--- src/ivp_map.vh ---
// Contract
// - default rank: lower vector number wins; nmi 7 highest, 60 lowest
// - select registers reorder all sources except nmi, which stays on top
// - after reset the plain vector-number order applies
// - vector at 4x number in advanced mode, 2x in normal; low 16 bits
// - pins 0..4 at vectors 12..16; bits a7,a6,a5; pins 3 and 4 share a4
// - watchdog overflow vector 20 under a3; other gaps reserved, no source
// - timer 0 a, b, overflow at 24..26 under a2
// - timer 1 a, b, overflow at 28..30 under a1
// - timer 2 a, b, overflow at 32..34 under a0
// - timer 3 a, b, overflow at 36..38 under b7
// - timer 4 a, b, overflow at 40..42 under b6
// - serial rx error and rx full at 52, 53 under b3
// - serial tx empty, tx end at 54, 55 under b3; conversion end 60, b1
// - select bit 0 is level low, 1 is level high; bits reset to 0
// - equal level ties fall back to vector order; losers stay pending
`ifndef IVP_MAP_VH
`define IVP_MAP_VH
// ===========================================================
// register map (word indices; byte address is four times the index)
`define ADR_PRI_A      4'h0
`define ADR_PRI_B      4'h1
`define ADR_MODE       4'h2
`define ADR_STATUS     4'h3
`define ADR_IRQ_EN     4'h4
`define ADR_IRQ_CLR    4'h5
`define ADR_VECTOR     4'h6
`define ADR_VADDR      4'h7
// ===========================================================
// reset values
`define PRI_RST        8'h00
`define MODE_RST       1'b0
`define STAT_RST       2'h0
// ===========================================================
// status bits
`define ST_WIN         0
`define ST_NMI         1
`define ST_W           2
// ===========================================================
// vector numbers
`define VEC_NMI        6'h07
`define VEC_PIN0       6'h0C
`define VEC_WDT        6'h14
`define VEC_TMR0       6'h18
`define VEC_TMR1       6'h1C
`define VEC_TMR2       6'h20
`define VEC_TMR3       6'h24
`define VEC_TMR4       6'h28
`define VEC_SER        6'h34
`define VEC_ADC        6'h3C
`define VEC_NONE       6'h00
`define NUM_SRC        26
// ===========================================================
// widths and idle values
`define REG_W          8
`define VEC_W          6
`define VADDR_W        16
`define DAT_ZERO       32'h00000000
`define VADDR_ZERO     16'h0000
`endif

--- src/ivp_ctrl.v ---
`timescale 1ns/1ps
`include "ivp_map.vh"
// ===========================================================
// priority/vector controller with wishbone registers
module ivp_ctrl (
   input  wire        i_clk,
   input  wire        i_rst_n,
   input  wire        i_ce,
   input  wire        i_cyc,
   input  wire        i_stb,
   input  wire        i_we,
   input  wire [3:0]  i_sel,
   input  wire [5:0]  i_adr,
   input  wire [31:0] i_dat,
   output reg  [31:0] o_dat,
   output reg         o_ack,
   input  wire        i_nmi,
   input  wire [4:0]  i_ext_request_pin,
   input  wire        i_watchdog_interval_overflow,
   input  wire [2:0]  i_tmr0,
   input  wire [2:0]  i_tmr1,
   input  wire [2:0]  i_tmr2,
   input  wire [2:0]  i_tmr3,
   input  wire [2:0]  i_tmr4,
   input  wire [3:0]  i_serial,
   input  wire        i_conversion_end_request,
   output reg         o_req_valid,
   output reg  [5:0]  o_vector,
   output reg  [15:0] o_vector_addr,
   output reg         o_irq
);
   // ===========================================================
   // registers
   reg [7:0]  priority_select_a_r;
   reg [7:0]  priority_select_b_r;
   reg        adv_mode_r;
   reg [1:0]  stat_r;
   reg [1:0]  irq_en_r;
   reg        last_hit_r;
   reg [5:0]  last_vec_r;
   wire       a_bit7 = priority_select_a_r[7];
   wire       a_bit6 = priority_select_a_r[6];
   wire       a_bit5 = priority_select_a_r[5];
   wire       a_bit4 = priority_select_a_r[4];
   wire       a_bit3 = priority_select_a_r[3];
   wire       a_bit2 = priority_select_a_r[2];
   wire       a_bit1 = priority_select_a_r[1];
   wire       a_bit0 = priority_select_a_r[0];
   wire       b_bit7 = priority_select_b_r[7];
   wire       b_bit6 = priority_select_b_r[6];
   wire       b_bit3 = priority_select_b_r[3];
   wire       b_bit1 = priority_select_b_r[1];
   // ===========================================================
   // source slots in vector order; the picker relies on this order
   localparam [4:0] SRC_PIN0      = 5'h00;
   localparam [4:0] SRC_PIN1      = 5'h01;
   localparam [4:0] SRC_PIN2      = 5'h02;
   localparam [4:0] SRC_PIN3      = 5'h03;
   localparam [4:0] SRC_PIN4      = 5'h04;
   localparam [4:0] SRC_WDT       = 5'h05;
   localparam [4:0] SRC_T0A       = 5'h06;
   localparam [4:0] SRC_T0B       = 5'h07;
   localparam [4:0] SRC_T0V       = 5'h08;
   localparam [4:0] SRC_T1A       = 5'h09;
   localparam [4:0] SRC_T1B       = 5'h0A;
   localparam [4:0] SRC_T1V       = 5'h0B;
   localparam [4:0] SRC_T2A       = 5'h0C;
   localparam [4:0] SRC_T2B       = 5'h0D;
   localparam [4:0] SRC_T2V       = 5'h0E;
   localparam [4:0] SRC_T3A       = 5'h0F;
   localparam [4:0] SRC_T3B       = 5'h10;
   localparam [4:0] SRC_T3V       = 5'h11;
   localparam [4:0] SRC_T4A       = 5'h12;
   localparam [4:0] SRC_T4B       = 5'h13;
   localparam [4:0] SRC_T4V       = 5'h14;
   localparam [4:0] SRC_RX_ERR    = 5'h15;
   localparam [4:0] SRC_RX_FULL   = 5'h16;
   localparam [4:0] SRC_TX_EMPTY  = 5'h17;
   localparam [4:0] SRC_TX_END    = 5'h18;
   localparam [4:0] SRC_ADC       = 5'h19;

   // ===========================================================
   // request and level per slot
   // requests are levels held by the sources until cleared there, so
   // losers stay pending with no storage here
   wire [`NUM_SRC-1:0] req;
   wire [`NUM_SRC-1:0] lvl;

   // external pins
   assign req[SRC_PIN0]     = i_ext_request_pin[0];
   assign req[SRC_PIN1]     = i_ext_request_pin[1];
   assign req[SRC_PIN2]     = i_ext_request_pin[2];
   assign req[SRC_PIN3]     = i_ext_request_pin[3];
   assign req[SRC_PIN4]     = i_ext_request_pin[4];
   // watchdog
   assign req[SRC_WDT]      = i_watchdog_interval_overflow;
   // timer 0
   assign req[SRC_T0A]      = i_tmr0[0];
   assign req[SRC_T0B]      = i_tmr0[1];
   assign req[SRC_T0V]      = i_tmr0[2];
   // timer 1
   assign req[SRC_T1A]      = i_tmr1[0];
   assign req[SRC_T1B]      = i_tmr1[1];
   assign req[SRC_T1V]      = i_tmr1[2];
   // timer 2
   assign req[SRC_T2A]      = i_tmr2[0];
   assign req[SRC_T2B]      = i_tmr2[1];
   assign req[SRC_T2V]      = i_tmr2[2];
   // timer 3
   assign req[SRC_T3A]      = i_tmr3[0];
   assign req[SRC_T3B]      = i_tmr3[1];
   assign req[SRC_T3V]      = i_tmr3[2];
   // timer 4
   assign req[SRC_T4A]      = i_tmr4[0];
   assign req[SRC_T4B]      = i_tmr4[1];
   assign req[SRC_T4V]      = i_tmr4[2];
   // serial port
   assign req[SRC_RX_ERR]   = i_serial[0];
   assign req[SRC_RX_FULL]  = i_serial[1];
   assign req[SRC_TX_EMPTY] = i_serial[2];
   assign req[SRC_TX_END]   = i_serial[3];
   // conversion end
   assign req[SRC_ADC]      = i_conversion_end_request;

   // levels: one select bit per group, nmi has none
   // pins 3 and 4 share one bit
   assign lvl[SRC_PIN0]     = a_bit7;
   assign lvl[SRC_PIN1]     = a_bit6;
   assign lvl[SRC_PIN2]     = a_bit5;
   assign lvl[SRC_PIN3]     = a_bit4;
   assign lvl[SRC_PIN4]     = a_bit4;
   // watchdog
   assign lvl[SRC_WDT]      = a_bit3;
   // timer 0
   assign lvl[SRC_T0A]      = a_bit2;
   assign lvl[SRC_T0B]      = a_bit2;
   assign lvl[SRC_T0V]      = a_bit2;
   // timer 1
   assign lvl[SRC_T1A]      = a_bit1;
   assign lvl[SRC_T1B]      = a_bit1;
   assign lvl[SRC_T1V]      = a_bit1;
   // timer 2
   assign lvl[SRC_T2A]      = a_bit0;
   assign lvl[SRC_T2B]      = a_bit0;
   assign lvl[SRC_T2V]      = a_bit0;
   // timer 3
   assign lvl[SRC_T3A]      = b_bit7;
   assign lvl[SRC_T3B]      = b_bit7;
   assign lvl[SRC_T3V]      = b_bit7;
   // timer 4
   assign lvl[SRC_T4A]      = b_bit6;
   assign lvl[SRC_T4B]      = b_bit6;
   assign lvl[SRC_T4V]      = b_bit6;
   // serial port, receive and transmit share one bit
   assign lvl[SRC_RX_ERR]   = b_bit3;
   assign lvl[SRC_RX_FULL]  = b_bit3;
   assign lvl[SRC_TX_EMPTY] = b_bit3;
   assign lvl[SRC_TX_END]   = b_bit3;
   // conversion end
   assign lvl[SRC_ADC]      = b_bit1;

   // ===========================================================
   // winner search
   wire        hit;
   wire [5:0]  pick_vec;
   ivp_pick ivp_pick_i (
      .i_req (req),
      .i_lvl (lvl),
      .o_hit (hit),
      .o_vec (pick_vec)
   );

   // nmi has no select bit and beats every level
   wire        win_hit = i_nmi | hit;
   wire [5:0]  win_vec = i_nmi ? `VEC_NMI : pick_vec;

   // ===========================================================
   // helpers
   // address in table: shift vector by mode, low 16 bits only
   function [15:0] vaddr;
      input [5:0] v;
      input       adv;
      begin
         vaddr = adv ? {8'h00, v, 2'b00} : {9'h000, v, 1'b0};
      end
   endfunction

   // register index match, shared by every write decode
   function reg_sel;
      input [3:0] a;
      input [3:0] r;
      begin
         reg_sel = (a == r);
      end
   endfunction

   // ===========================================================
   // wishbone slave, one-cycle answer, reads return zero off-map
   // writes land on the edge that the master sees ack, not before
   wire        acc  = i_cyc & i_stb & ~o_ack;
   wire        done = i_cyc & i_stb & o_ack;
   wire        wr   = done & i_we & i_sel[0];
   wire [3:0]  idx  = i_adr[5:2];
   wire        wr_pri_a = wr & reg_sel(idx, `ADR_PRI_A);
   wire        wr_pri_b = wr & reg_sel(idx, `ADR_PRI_B);
   wire        wr_mode  = wr & reg_sel(idx, `ADR_MODE);
   wire        wr_en    = wr & reg_sel(idx, `ADR_IRQ_EN);
   wire        wr_clr   = wr & reg_sel(idx, `ADR_IRQ_CLR);

   // ===========================================================
   // status events and interrupt
   wire        new_win  = win_hit & ~last_hit_r;
   wire        nmi_prev = last_hit_r & (last_vec_r == `VEC_NMI);
   wire        new_nmi  = i_nmi & ~nmi_prev;
   wire [`ST_W-1:0] ev;
   assign ev[`ST_WIN] = new_win;
   assign ev[`ST_NMI] = new_nmi;
   // set wins over a clear landing in the same cycle
   wire [`ST_W-1:0] clr      = wr_clr ? i_dat[`ST_W-1:0] : `STAT_RST;
   wire [`ST_W-1:0] stat_nxt = (stat_r & ~clr) | ev;
   wire             irq_nxt  = |(stat_nxt & irq_en_r);

   // ===========================================================
   // read mux
   reg  [31:0] rd_nxt;
   always @* begin
      rd_nxt = `DAT_ZERO;
      case (idx)
         `ADR_PRI_A:  rd_nxt[`REG_W-1:0] = priority_select_a_r;
         `ADR_PRI_B:  rd_nxt[`REG_W-1:0] = priority_select_b_r;
         `ADR_MODE:   rd_nxt[0] = adv_mode_r;
         `ADR_STATUS: rd_nxt[`ST_W-1:0] = stat_r;
         `ADR_IRQ_EN: rd_nxt[`ST_W-1:0] = irq_en_r;
         `ADR_VECTOR: rd_nxt[`VEC_W:0] = {o_req_valid, o_vector};
         `ADR_VADDR:  rd_nxt[`VADDR_W-1:0] = o_vector_addr;
         default:     rd_nxt = `DAT_ZERO;
      endcase
   end

   // ===========================================================
   // registers
   always @(posedge i_clk) begin
      if (!i_rst_n) begin
         priority_select_a_r <= `PRI_RST;
      end else if (i_ce && wr_pri_a) begin
         priority_select_a_r <= i_dat[`REG_W-1:0];
      end
   end

   always @(posedge i_clk) begin
      if (!i_rst_n) begin
         priority_select_b_r <= `PRI_RST;
      end else if (i_ce && wr_pri_b) begin
         priority_select_b_r <= i_dat[`REG_W-1:0];
      end
   end

   always @(posedge i_clk) begin
      if (!i_rst_n) begin
         adv_mode_r <= `MODE_RST;
      end else if (i_ce && wr_mode) begin
         adv_mode_r <= i_dat[0];
      end
   end

   always @(posedge i_clk) begin
      if (!i_rst_n) begin
         irq_en_r <= `STAT_RST;
      end else if (i_ce && wr_en) begin
         irq_en_r <= i_dat[`ST_W-1:0];
      end
   end

   always @(posedge i_clk) begin
      if (!i_rst_n) begin
         stat_r <= `STAT_RST;
      end else if (i_ce) begin
         stat_r <= stat_nxt;
      end
   end

   // taken from next status so a clear drops the line without a lag
   always @(posedge i_clk) begin
      if (!i_rst_n) begin
         o_irq <= 1'b0;
      end else if (i_ce) begin
         o_irq <= irq_nxt;
      end
   end

   // ===========================================================
   // bus answer
   always @(posedge i_clk) begin
      if (!i_rst_n) begin
         o_ack <= 1'b0;
      end else if (i_ce) begin
         o_ack <= acc;
      end
   end

   always @(posedge i_clk) begin
      if (!i_rst_n) begin
         o_dat <= `DAT_ZERO;
      end else if (i_ce) begin
         o_dat <= acc ? rd_nxt : `DAT_ZERO;
      end
   end

   // ===========================================================
   // previous winner, used to spot new events
   always @(posedge i_clk) begin
      if (!i_rst_n) begin
         last_hit_r <= 1'b0;
      end else if (i_ce) begin
         last_hit_r <= win_hit;
      end
   end

   always @(posedge i_clk) begin
      if (!i_rst_n) begin
         last_vec_r <= `VEC_NONE;
      end else if (i_ce) begin
         last_vec_r <= win_vec;
      end
   end

   // ===========================================================
   // vector outputs to the core, one cycle behind the requests
   always @(posedge i_clk) begin
      if (!i_rst_n) begin
         o_req_valid <= 1'b0;
      end else if (i_ce) begin
         o_req_valid <= win_hit;
      end
   end

   always @(posedge i_clk) begin
      if (!i_rst_n) begin
         o_vector <= `VEC_NONE;
      end else if (i_ce) begin
         o_vector <= win_hit ? win_vec : `VEC_NONE;
      end
   end

   always @(posedge i_clk) begin
      if (!i_rst_n) begin
         o_vector_addr <= `VADDR_ZERO;
      end else if (i_ce) begin
         o_vector_addr <= win_hit ? vaddr(win_vec, adv_mode_r)
                                  : `VADDR_ZERO;
      end
   end
endmodule

--- src/ivp_pick.v ---
`timescale 1ns/1ps
`include "ivp_map.vh"
// ===========================================================
// combinational winner search over the 26 sources
module ivp_pick (
   input  wire [`NUM_SRC-1:0] i_req,
   input  wire [`NUM_SRC-1:0] i_lvl,
   output reg         o_hit,
   output reg  [5:0]  o_vec
);
   // source index to vector number
   function [5:0] vec_of;
      input [4:0] k;
      begin
         if (k < 5'd5)
            vec_of = `VEC_PIN0 + {1'b0, k};
         else if (k == 5'd5)
            vec_of = `VEC_WDT;
         else if (k < 5'd9)
            vec_of = `VEC_TMR0 + {1'b0, k} - 6'h06;
         else if (k < 5'd12)
            vec_of = `VEC_TMR1 + {1'b0, k} - 6'h09;
         else if (k < 5'd15)
            vec_of = `VEC_TMR2 + {1'b0, k} - 6'h0C;
         else if (k < 5'd18)
            vec_of = `VEC_TMR3 + {1'b0, k} - 6'h0F;
         else if (k < 5'd21)
            vec_of = `VEC_TMR4 + {1'b0, k} - 6'h12;
         else if (k < 5'd25)
            vec_of = `VEC_SER + {1'b0, k} - 6'h15;
         else
            vec_of = `VEC_ADC;
      end
   endfunction
   integer j;
   reg     hi_hit;
   reg     lo_hit;
   reg [5:0] hi_vec;
   reg [5:0] lo_vec;
   // index order equals vector order, so scanning downward leaves the
   // lowest-numbered requester in each level
   always @* begin
      hi_hit = 1'b0;
      lo_hit = 1'b0;
      hi_vec = `VEC_NONE;
      lo_vec = `VEC_NONE;
      for (j = `NUM_SRC - 1; j >= 0; j = j - 1) begin
         if (i_req[j] && i_lvl[j]) begin
            hi_hit = 1'b1;
            hi_vec = vec_of(j[4:0]);
         end
         if (i_req[j] && !i_lvl[j]) begin
            lo_hit = 1'b1;
            lo_vec = vec_of(j[4:0]);
         end
      end
      o_hit = hi_hit | lo_hit;
      o_vec = hi_hit ? hi_vec : lo_vec;
   end
endmodule

--- config.mk ---
export PLATFORM = sky130hd
export DESIGN_NAME = ivp_ctrl
export DESIGN_NICKNAME = d
export VERILOG_FILES = /design/src/ivp_ctrl.v /design/src/ivp_pick.v
export VERILOG_INCLUDE_DIRS = /design/src
export SDC_FILE = /design/constraint.sdc
export NUM_CORES = 1
export LEC_CHECK = 0
export BUFFER_PORTS_ARGS = -buffer_cell sky130_fd_sc_hd__buf_2
export CAP_MARGIN = 0
export CORE_ASPECT_RATIO = 1.5
export CORE_MARGIN = 1
export CORE_UTILIZATION = 45
export DETAILED_ROUTE_END_ITERATION = 7
export PLACE_DENSITY = 0.8
export SYNTH_ARGS = -nofsm -noshare
export SYNTH_HDL_FRONTEND = slang
export SYNTH_SLANG_ARGS = --single-unit
--- constraint.sdc ---
create_clock -name i_clk -period 2.54 [get_ports i_clk]
set_clock_uncertainty 0.05 [all_clocks]
set_input_delay 0 -clock i_clk [delete_from_list [all_inputs] [get_ports i_clk]]
set_output_delay 0 -clock i_clk [all_outputs]
set_load 0.01 [all_outputs]
==> Word-level counts from Yosys, hierarchy flattened <==
Index checks and enable logic that the tools add are counted.
{ "op_classes": {"n_bitwise": 22, "n_reduce_logical": 70, "n_eq_ne": 8, "n_mux": 116} }
{ "ops": {"columns": ["operator", "n"], "rows": [
  ["$mux W6", 55],
  ["$logic_and A1 B1 Y1", 56],
  ["$mux W1", 52],
  ["$mux W8", 3],
  ["$pmux W5 S4", 1],
  ["$eq A4 B3 Y1 const B", 4],
  ["$mux W16", 1],
  ["$and A1 B1 Y1", 13],
  ["$logic_not A1 Y1", 12],
  ["$eq A4 B2 Y1 const B", 2],
  ["$pmux W1 S7", 1],
  ["$eq A6 B3 Y1 const B", 1],
  ["$pmux W1 S6", 1],
  ["$and A2 B2 Y2", 2],
  ["$eq A4 B1 Y1 const B", 1],
  ["$logic_not A4 Y1", 1],
  ["$not A1 Y1", 3],
  ["$pmux W1 S3", 1],
  ["$mux W2", 1],
  ["$not A2 Y2", 1],
  ["$or A1 B1 Y1", 2],
  ["$or A2 B2 Y2", 1],
  ["$reduce_or A2 Y1", 1]
]} }
{ "word_totals": {"out_inout_bits": 57, "in_bits": 75, "regBits": 84} }

==> Longest topological paths before layout <==
{ "depth": {"depth_word": 34, "depth_mapped": 9, "depth_no_buf": 7} }

==> Modules after synthesis <==
From an unflattened synthesis, not the netlist that was laid out.
{ "unflattened": {"hier_cells": 478, "area_unflattened_um2": 3714.8} }
{ "by_module_without_submodules": {"columns": ["module", "instances", "seq_area_each_um2", "cells_per_inst", "area_per_inst_um2"], "rows": [
  ["ivp_ctrl", 1, 1021.0, 313, 2710.1],
  ["ivp_pick", 1, 0.0, 165, 1004.7]
]} }

==> Worst setup path before layout <==
Ideal clock, no wire load.
{ "synth_timing": {"path_type": "reg-to-reg", "from": "reg priority_select_a_r[4]", "to": "reg o_irq", "period_less_slack_ns": 2.474, "setup_time_ns": 0.115, "path_stages_with_launch": 9, "arrival_time_ns": 2.309, "path_buffers": 1, "setup_slack_ns": 0.066, "cell_sequence": "dfxtp_1 > clkbuf_1 > a22o_1 > nand3b_1 > or4_4 > o41a_4 > a32oi_2 > nor2b_1 > o21a_1"} }
{ "synth_via": {"elab_chain_cells": 13, "elab_cells_between_ends": 21} }
{ "synth_rtl": {"columns": ["item", "line_no", "source"], "rows": [
  ["start: declaration", "ivp_ctrl.v:34", "reg [7:0] priority_select_a_r;"],
  ["start signal: assignment", "ivp_ctrl.v:244", "priority_select_a_r <= `PRI_RST;"],
  ["start signal: assignment", "ivp_ctrl.v:246", "priority_select_a_r <= i_dat[`REG_W-1:0];"],
  ["$logic_not A1 Y1", "ivp_pick.v:52", "if (i_req[j] && !i_lvl[j]) begin"],
  ["$logic_and A1 B1 Y1", "ivp_pick.v:52", null],
  ["$mux W1 (5 in a row)", "ivp_pick.v:52", null],
  ["$or A1 B1 Y1 *", "ivp_pick.v:57", "o_hit = hi_hit | lo_hit;"],
  ["$or A1 B1 Y1 *", "ivp_ctrl.v:174", "wire win_hit = i_nmi | hit;"],
  ["$and A1 B1 Y1 *", "ivp_ctrl.v:212", "wire new_win = win_hit & ~last_hit_r;"],
  ["$or A2 B2 Y2 *", "ivp_ctrl.v:220", "wire [`ST_W-1:0] stat_nxt = (stat_r & ~clr) | ev;"],
  ["$and A2 B2 Y2 *", "ivp_ctrl.v:221", "wire irq_nxt = |(stat_nxt & irq_en_r);"],
  ["$reduce_or A2 Y1 *", "ivp_ctrl.v:221", null],
  ["end signal: assignment", "ivp_ctrl.v:287", "o_irq <= irq_nxt;"],
  ["end: declaration", "ivp_ctrl.v:30", "output reg o_irq"]
]} }
Mark *: on every way between the ends. The rest lies on a longest branch, timed or not.
A chain may end at the register's enable or synchronous reset.

==> Worst setup path in the final report <==
{ "layout_timing": {"from": "reg priority_select_a_r[4]", "to": "reg o_vector_addr[1]"} }
{ "layout_via": {"elab_chain_cells": 11, "elab_cells_between_ends": 31} }
{ "layout_rtl": {"columns": ["item", "line_no", "source"], "rows": [
  ["$logic_not A1 Y1", "ivp_pick.v:52", null],
  ["$logic_and A1 B1 Y1", "ivp_pick.v:52", null],
  ["$mux W6 (5 in a row)", "ivp_pick.v:52", null],
  ["$mux W6", "ivp_pick.v:58", "o_vec = hi_hit ? hi_vec : lo_vec;"],
  ["$mux W6", "ivp_ctrl.v:175", "wire [5:0] win_vec = i_nmi ? `VEC_NMI : pick_vec;"],
  ["$mux W8", "ivp_ctrl.v:184", "vaddr = adv ? {8'h00, v, 2'b00} : {9'h000, v, 1'b0};"],
  ["$mux W8 (no source line) *", null, null],
  ["end signal: assignment", "ivp_ctrl.v:347", "o_vector_addr <= `VADDR_ZERO;"],
  ["end signal: assignment", "ivp_ctrl.v:349", "o_vector_addr <= win_hit ? vaddr(win_vec, adv_mode_r)"],
  ["end: declaration", "ivp_ctrl.v:29", "output reg [15:0] o_vector_addr,"]
]} }
Marked as above.

==> summary.txt <==
Placed design
  • Final HPWL DP: 9270 um
  • Dpl cell area: 4050 um^2
  • Port Buffers: 69
  • Setup WS pre-CTS: 0.0482 ns
  • Routability congestion estimate: 1.04

Timing
  • Final Hold Viols: 0
  • Slew @ Worst Pin: 0.639 ns
  • Highest clock rate: 403 MHz
  • Final Worst Setup Slack: 0.0582 ns
  • Final period util: 97.7%
  • Fin. max-slew vios: 0
  • Slew HR: 56.9%
  • Min Hold Slack: 0.110 ns
  • Setup TNS Final: 0 ns
  • Final Critical Period: 2.48 ns
  • Endpoints failing setup: 0

Setup path
  • Critical Path Sink Type: flop
  • FF-to-FF setup slack: 0.06 ns
  • Max incr delay on CP: 0.62 ns
  • Cells along the critical path: a22o_1 > nand3b_1 > or4_4 > xnor2_2 > nand2_1 > a311oi_2 > buf_4 > a2111oi_1
  • CP delay by family, top: simple AND/OR/NAND/NOR gates
  • CP Launch Type: flop
  • Worst EP arrival: 2.61 ns
  • Buf/Inv on CP: 1
  • Worst setup path start: priority_select_a_r[4]$_SDFFE_PN0P_
  • Worst Setup Path Type: reg -> reg
  • RR Endpoint: o_vector_addr[1]$_SDFFE_PN0P_
  • Critical path peak fanout: 5
  • Critical path's slowest cell: or4_4
  • Critical Path RT: 2.67 ns
  • Worst R2R Start: priority_select_a_r[4]$_SDFFE_PN0P_
  • R2R cell count: 8

Finish
  • Design area: 4370 um^2
  • Share of cells above drive strength 1: 25.9%
  • Ant diodes: 0
  • P&R area growth vs syn: 23.4%
  • # nets final: 629

Synthesis
  • Unique masters post-synth: 68
  • Mux cell area share after synthesis: 8.97%
  • Post-synthesis area per instance: 7.73 um^2
  • Simple-gate portion of the synthesized area: 24.4%
  • Main combinational cell family by area after synthesis: compound AO/OA/AOI/OAI gates
  • Synth Area in XOR/XNOR: 0.495%
  • YS warnings: 0
  • Register area share after synthesis: 28.8%
  • Synth area leader: dfxtp_1
  • Synth area leaders: dfxtp_1, mux2i_1, buf_4
  • EDFF count, synth: 0
  • Synth Area in Adders: 0%
  • Synth top area share: 28.8%
  • Post-synthesis compound-gate area fraction: 26.5%
  • Main synth FF type: dfxtp_1
  • Synth Instances: 458
  • Post-Syn Area: 3540 um^2
  • Yosys reg bits: 51
  • Synth top cells by count: nor2_1, dfxtp_1, nand2_1
  • Ys async rst share: 0%
  • Top-count cell post-synth: nor2_1

Power
  • Worst vdd ir: 419 uV
  • Pwr Total: 1.93 mW
  • Cell Pwr Density: 442 nW/um^2
  • Leakage: 1.86 nW

Min path
  • Min-delay worst type: in -> reg
  • Hold Crit Depth: 3
  • Hold Startpoint: i_ce
  • Hold Path End: o_vector_addr[7]$_SDFFE_PN0P_

Clock tree
  • TritonCTS Buffers: 5
  • Htree depth: 2
  • Later-pin clock latency in the skew report: 0.30 ns
  • CTS clock-pin slew for the worst setup and hold paths: 0.07 ns
  • TritonCTS clock tree: yes
  • Clock Sinks: 51
  • Clock root buffer: clkbuf_16
  • CTS max path bufs: 2

GRT
  • GR Util All Layers: 29.8%
  • GRT overflow: 0
  • Largest net degree at the start of global routing: 34
  • Initial antenna violation count: 0
  • First-pass GRT wire length: 18,700 um
  • Vias in the first global route: 3,816

Die
  • Die Outline Area: 8240 um^2
  • Die height: 111 um
  • Die width: 74.4 um
  • Total I/O pin count: 132
  • # rows: 39
  • Initial Utilization: 46.5%
  • Area of the core: 7610 um^2

Detailed routing
  • Final wirelength: 12,000 um
  • DR top layer: met4
  • M1 WL: 4370 um
  • Met2 wire len: 5950 um
  • Residual DRC: 0
  • Starting DRT DRC Count: 346
  • Met3 WL: 735 um
  • DR pass1 iterations: 7
  • WL/cell: 18.3 um
  • Via count: 3,926
  • Antenna Nets Post-Route: 0
  • Avg Vias per Cell: 5.98

Status
  • Status: finished clean

Flow run
  • Maximum Capacitance Violations: 0
worst max-delay path by stage:
stage	endpoint	slack [ns]	depth (start not counted)
after floorplan	o_irq$_SDFFE_PN0P_	0.07	8
after global placement	o_irq$_SDFFE_PN0P_	0.06	8
after detailed placement	o_irq$_SDFFE_PN0P_	0.05	8
after CTS	o_vector_addr[1]$_SDFFE_PN0P_	0.02	8
after global routing	o_vector_addr[1]$_SDFFE_PN0P_	-0.03	8
final	o_vector_addr[1]$_SDFFE_PN0P_	0.06	8
power by group:
| part | switching, mW | internal (mW) | leakage, nW |
|---|---|---|---|
| clock | 0.316 | 0.496 | 0.0875 |
| sequential | 0.0175 | 0.816 | 0.415 |
| combinational | 0.179 | 0.107 | 1.36 |
cell type report:
| cell class | count | area [um^2] |
|---|---|---|
| fillers | 722 | 3240 |
| flip-flops and latches | 51 | 1020 |
| multi-input cells | 372 | 2300 |
| clock inverters | 2 | 38.8 |
| well taps | 102 | 128 |
| inverters | 11 | 41.3 |
| clock buffers | 6 | 139 |
| repair buffers | 113 | 698 |
routing by layer:
layer | global-route usage, % | vias up
met5 | 0 | -
met4 | 21.4 | 0
met3 | 4.27 | 56
met2 | 50.1 | 219
met1 | 32.9 | 1841
li1 | - | 1810
worst min-delay path, stage by stage:
cell     delay, ns
buf_2         0.22
nand3_1       0.11
a21oi_1       0.06
placed cells by master (no fill, tap or decap), types with 15 or more instances in the layout:
| master | Yosys | layout |
|---|---|---|
| nand2_1 | 41 | 40 |
| a21oi_1 | 29 | 29 |
| mux2i_1 | 25 | 25 |
| dfxtp_1 | 51 | 50 |
| nor2_1 | 60 | 60 |
| buf_2 | 2 | 69 |
| conb_1 | 1 | 33 |
| nor2b_1 | 15 | 15 |
| o21ai_0 | 19 | 19 |
| buf_4 | 33 | 35 |
per-stage QoR:
stage / util [%] / instances
global route: 57.4 / 657
floorplan: - / 490
detailed placement: 53.2 / 638
finish: 57.4 / 657
global placement: 53.2 / 638
CTS: 56.7 / 655
flip-flops by register name, indices dropped and copies added (netlist names):
| register | count |
|---|---|
| o_dat | 8 |
| priority_select_a_r | 8 |
| priority_select_b_r | 8 |
| o_vector_addr | 7 |
| last_vec_r | 6 |
| o_vector | 6 |
| irq_en_r | 2 |
| stat_r | 2 |
| adv_mode_r | 1 |
| o_ack | 1 |
| o_irq | 1 |
| o_req_valid | 1 |
cell families (layout without fill, tap and decap cells):
family / after synthesis / after routing
AND/OR/NAND/NOR: 178 / 178
AO/OA/AOI/OAI: 128 / 128
buffers and inverters: 67 / 132
flip-flops: 51 / 51
multiplexers: 31 / 31
XOR/XNOR: 2 / 2
other: 1 / 33
what timing repair did:
item,CTS,global route
endpoints found under the setup margin,0,12
gates resized for setup,0,9
setup buffers,0,2
hold buffers,9,0
hold endpoints to repair,18,0
(Power assumes the default switching activity.)
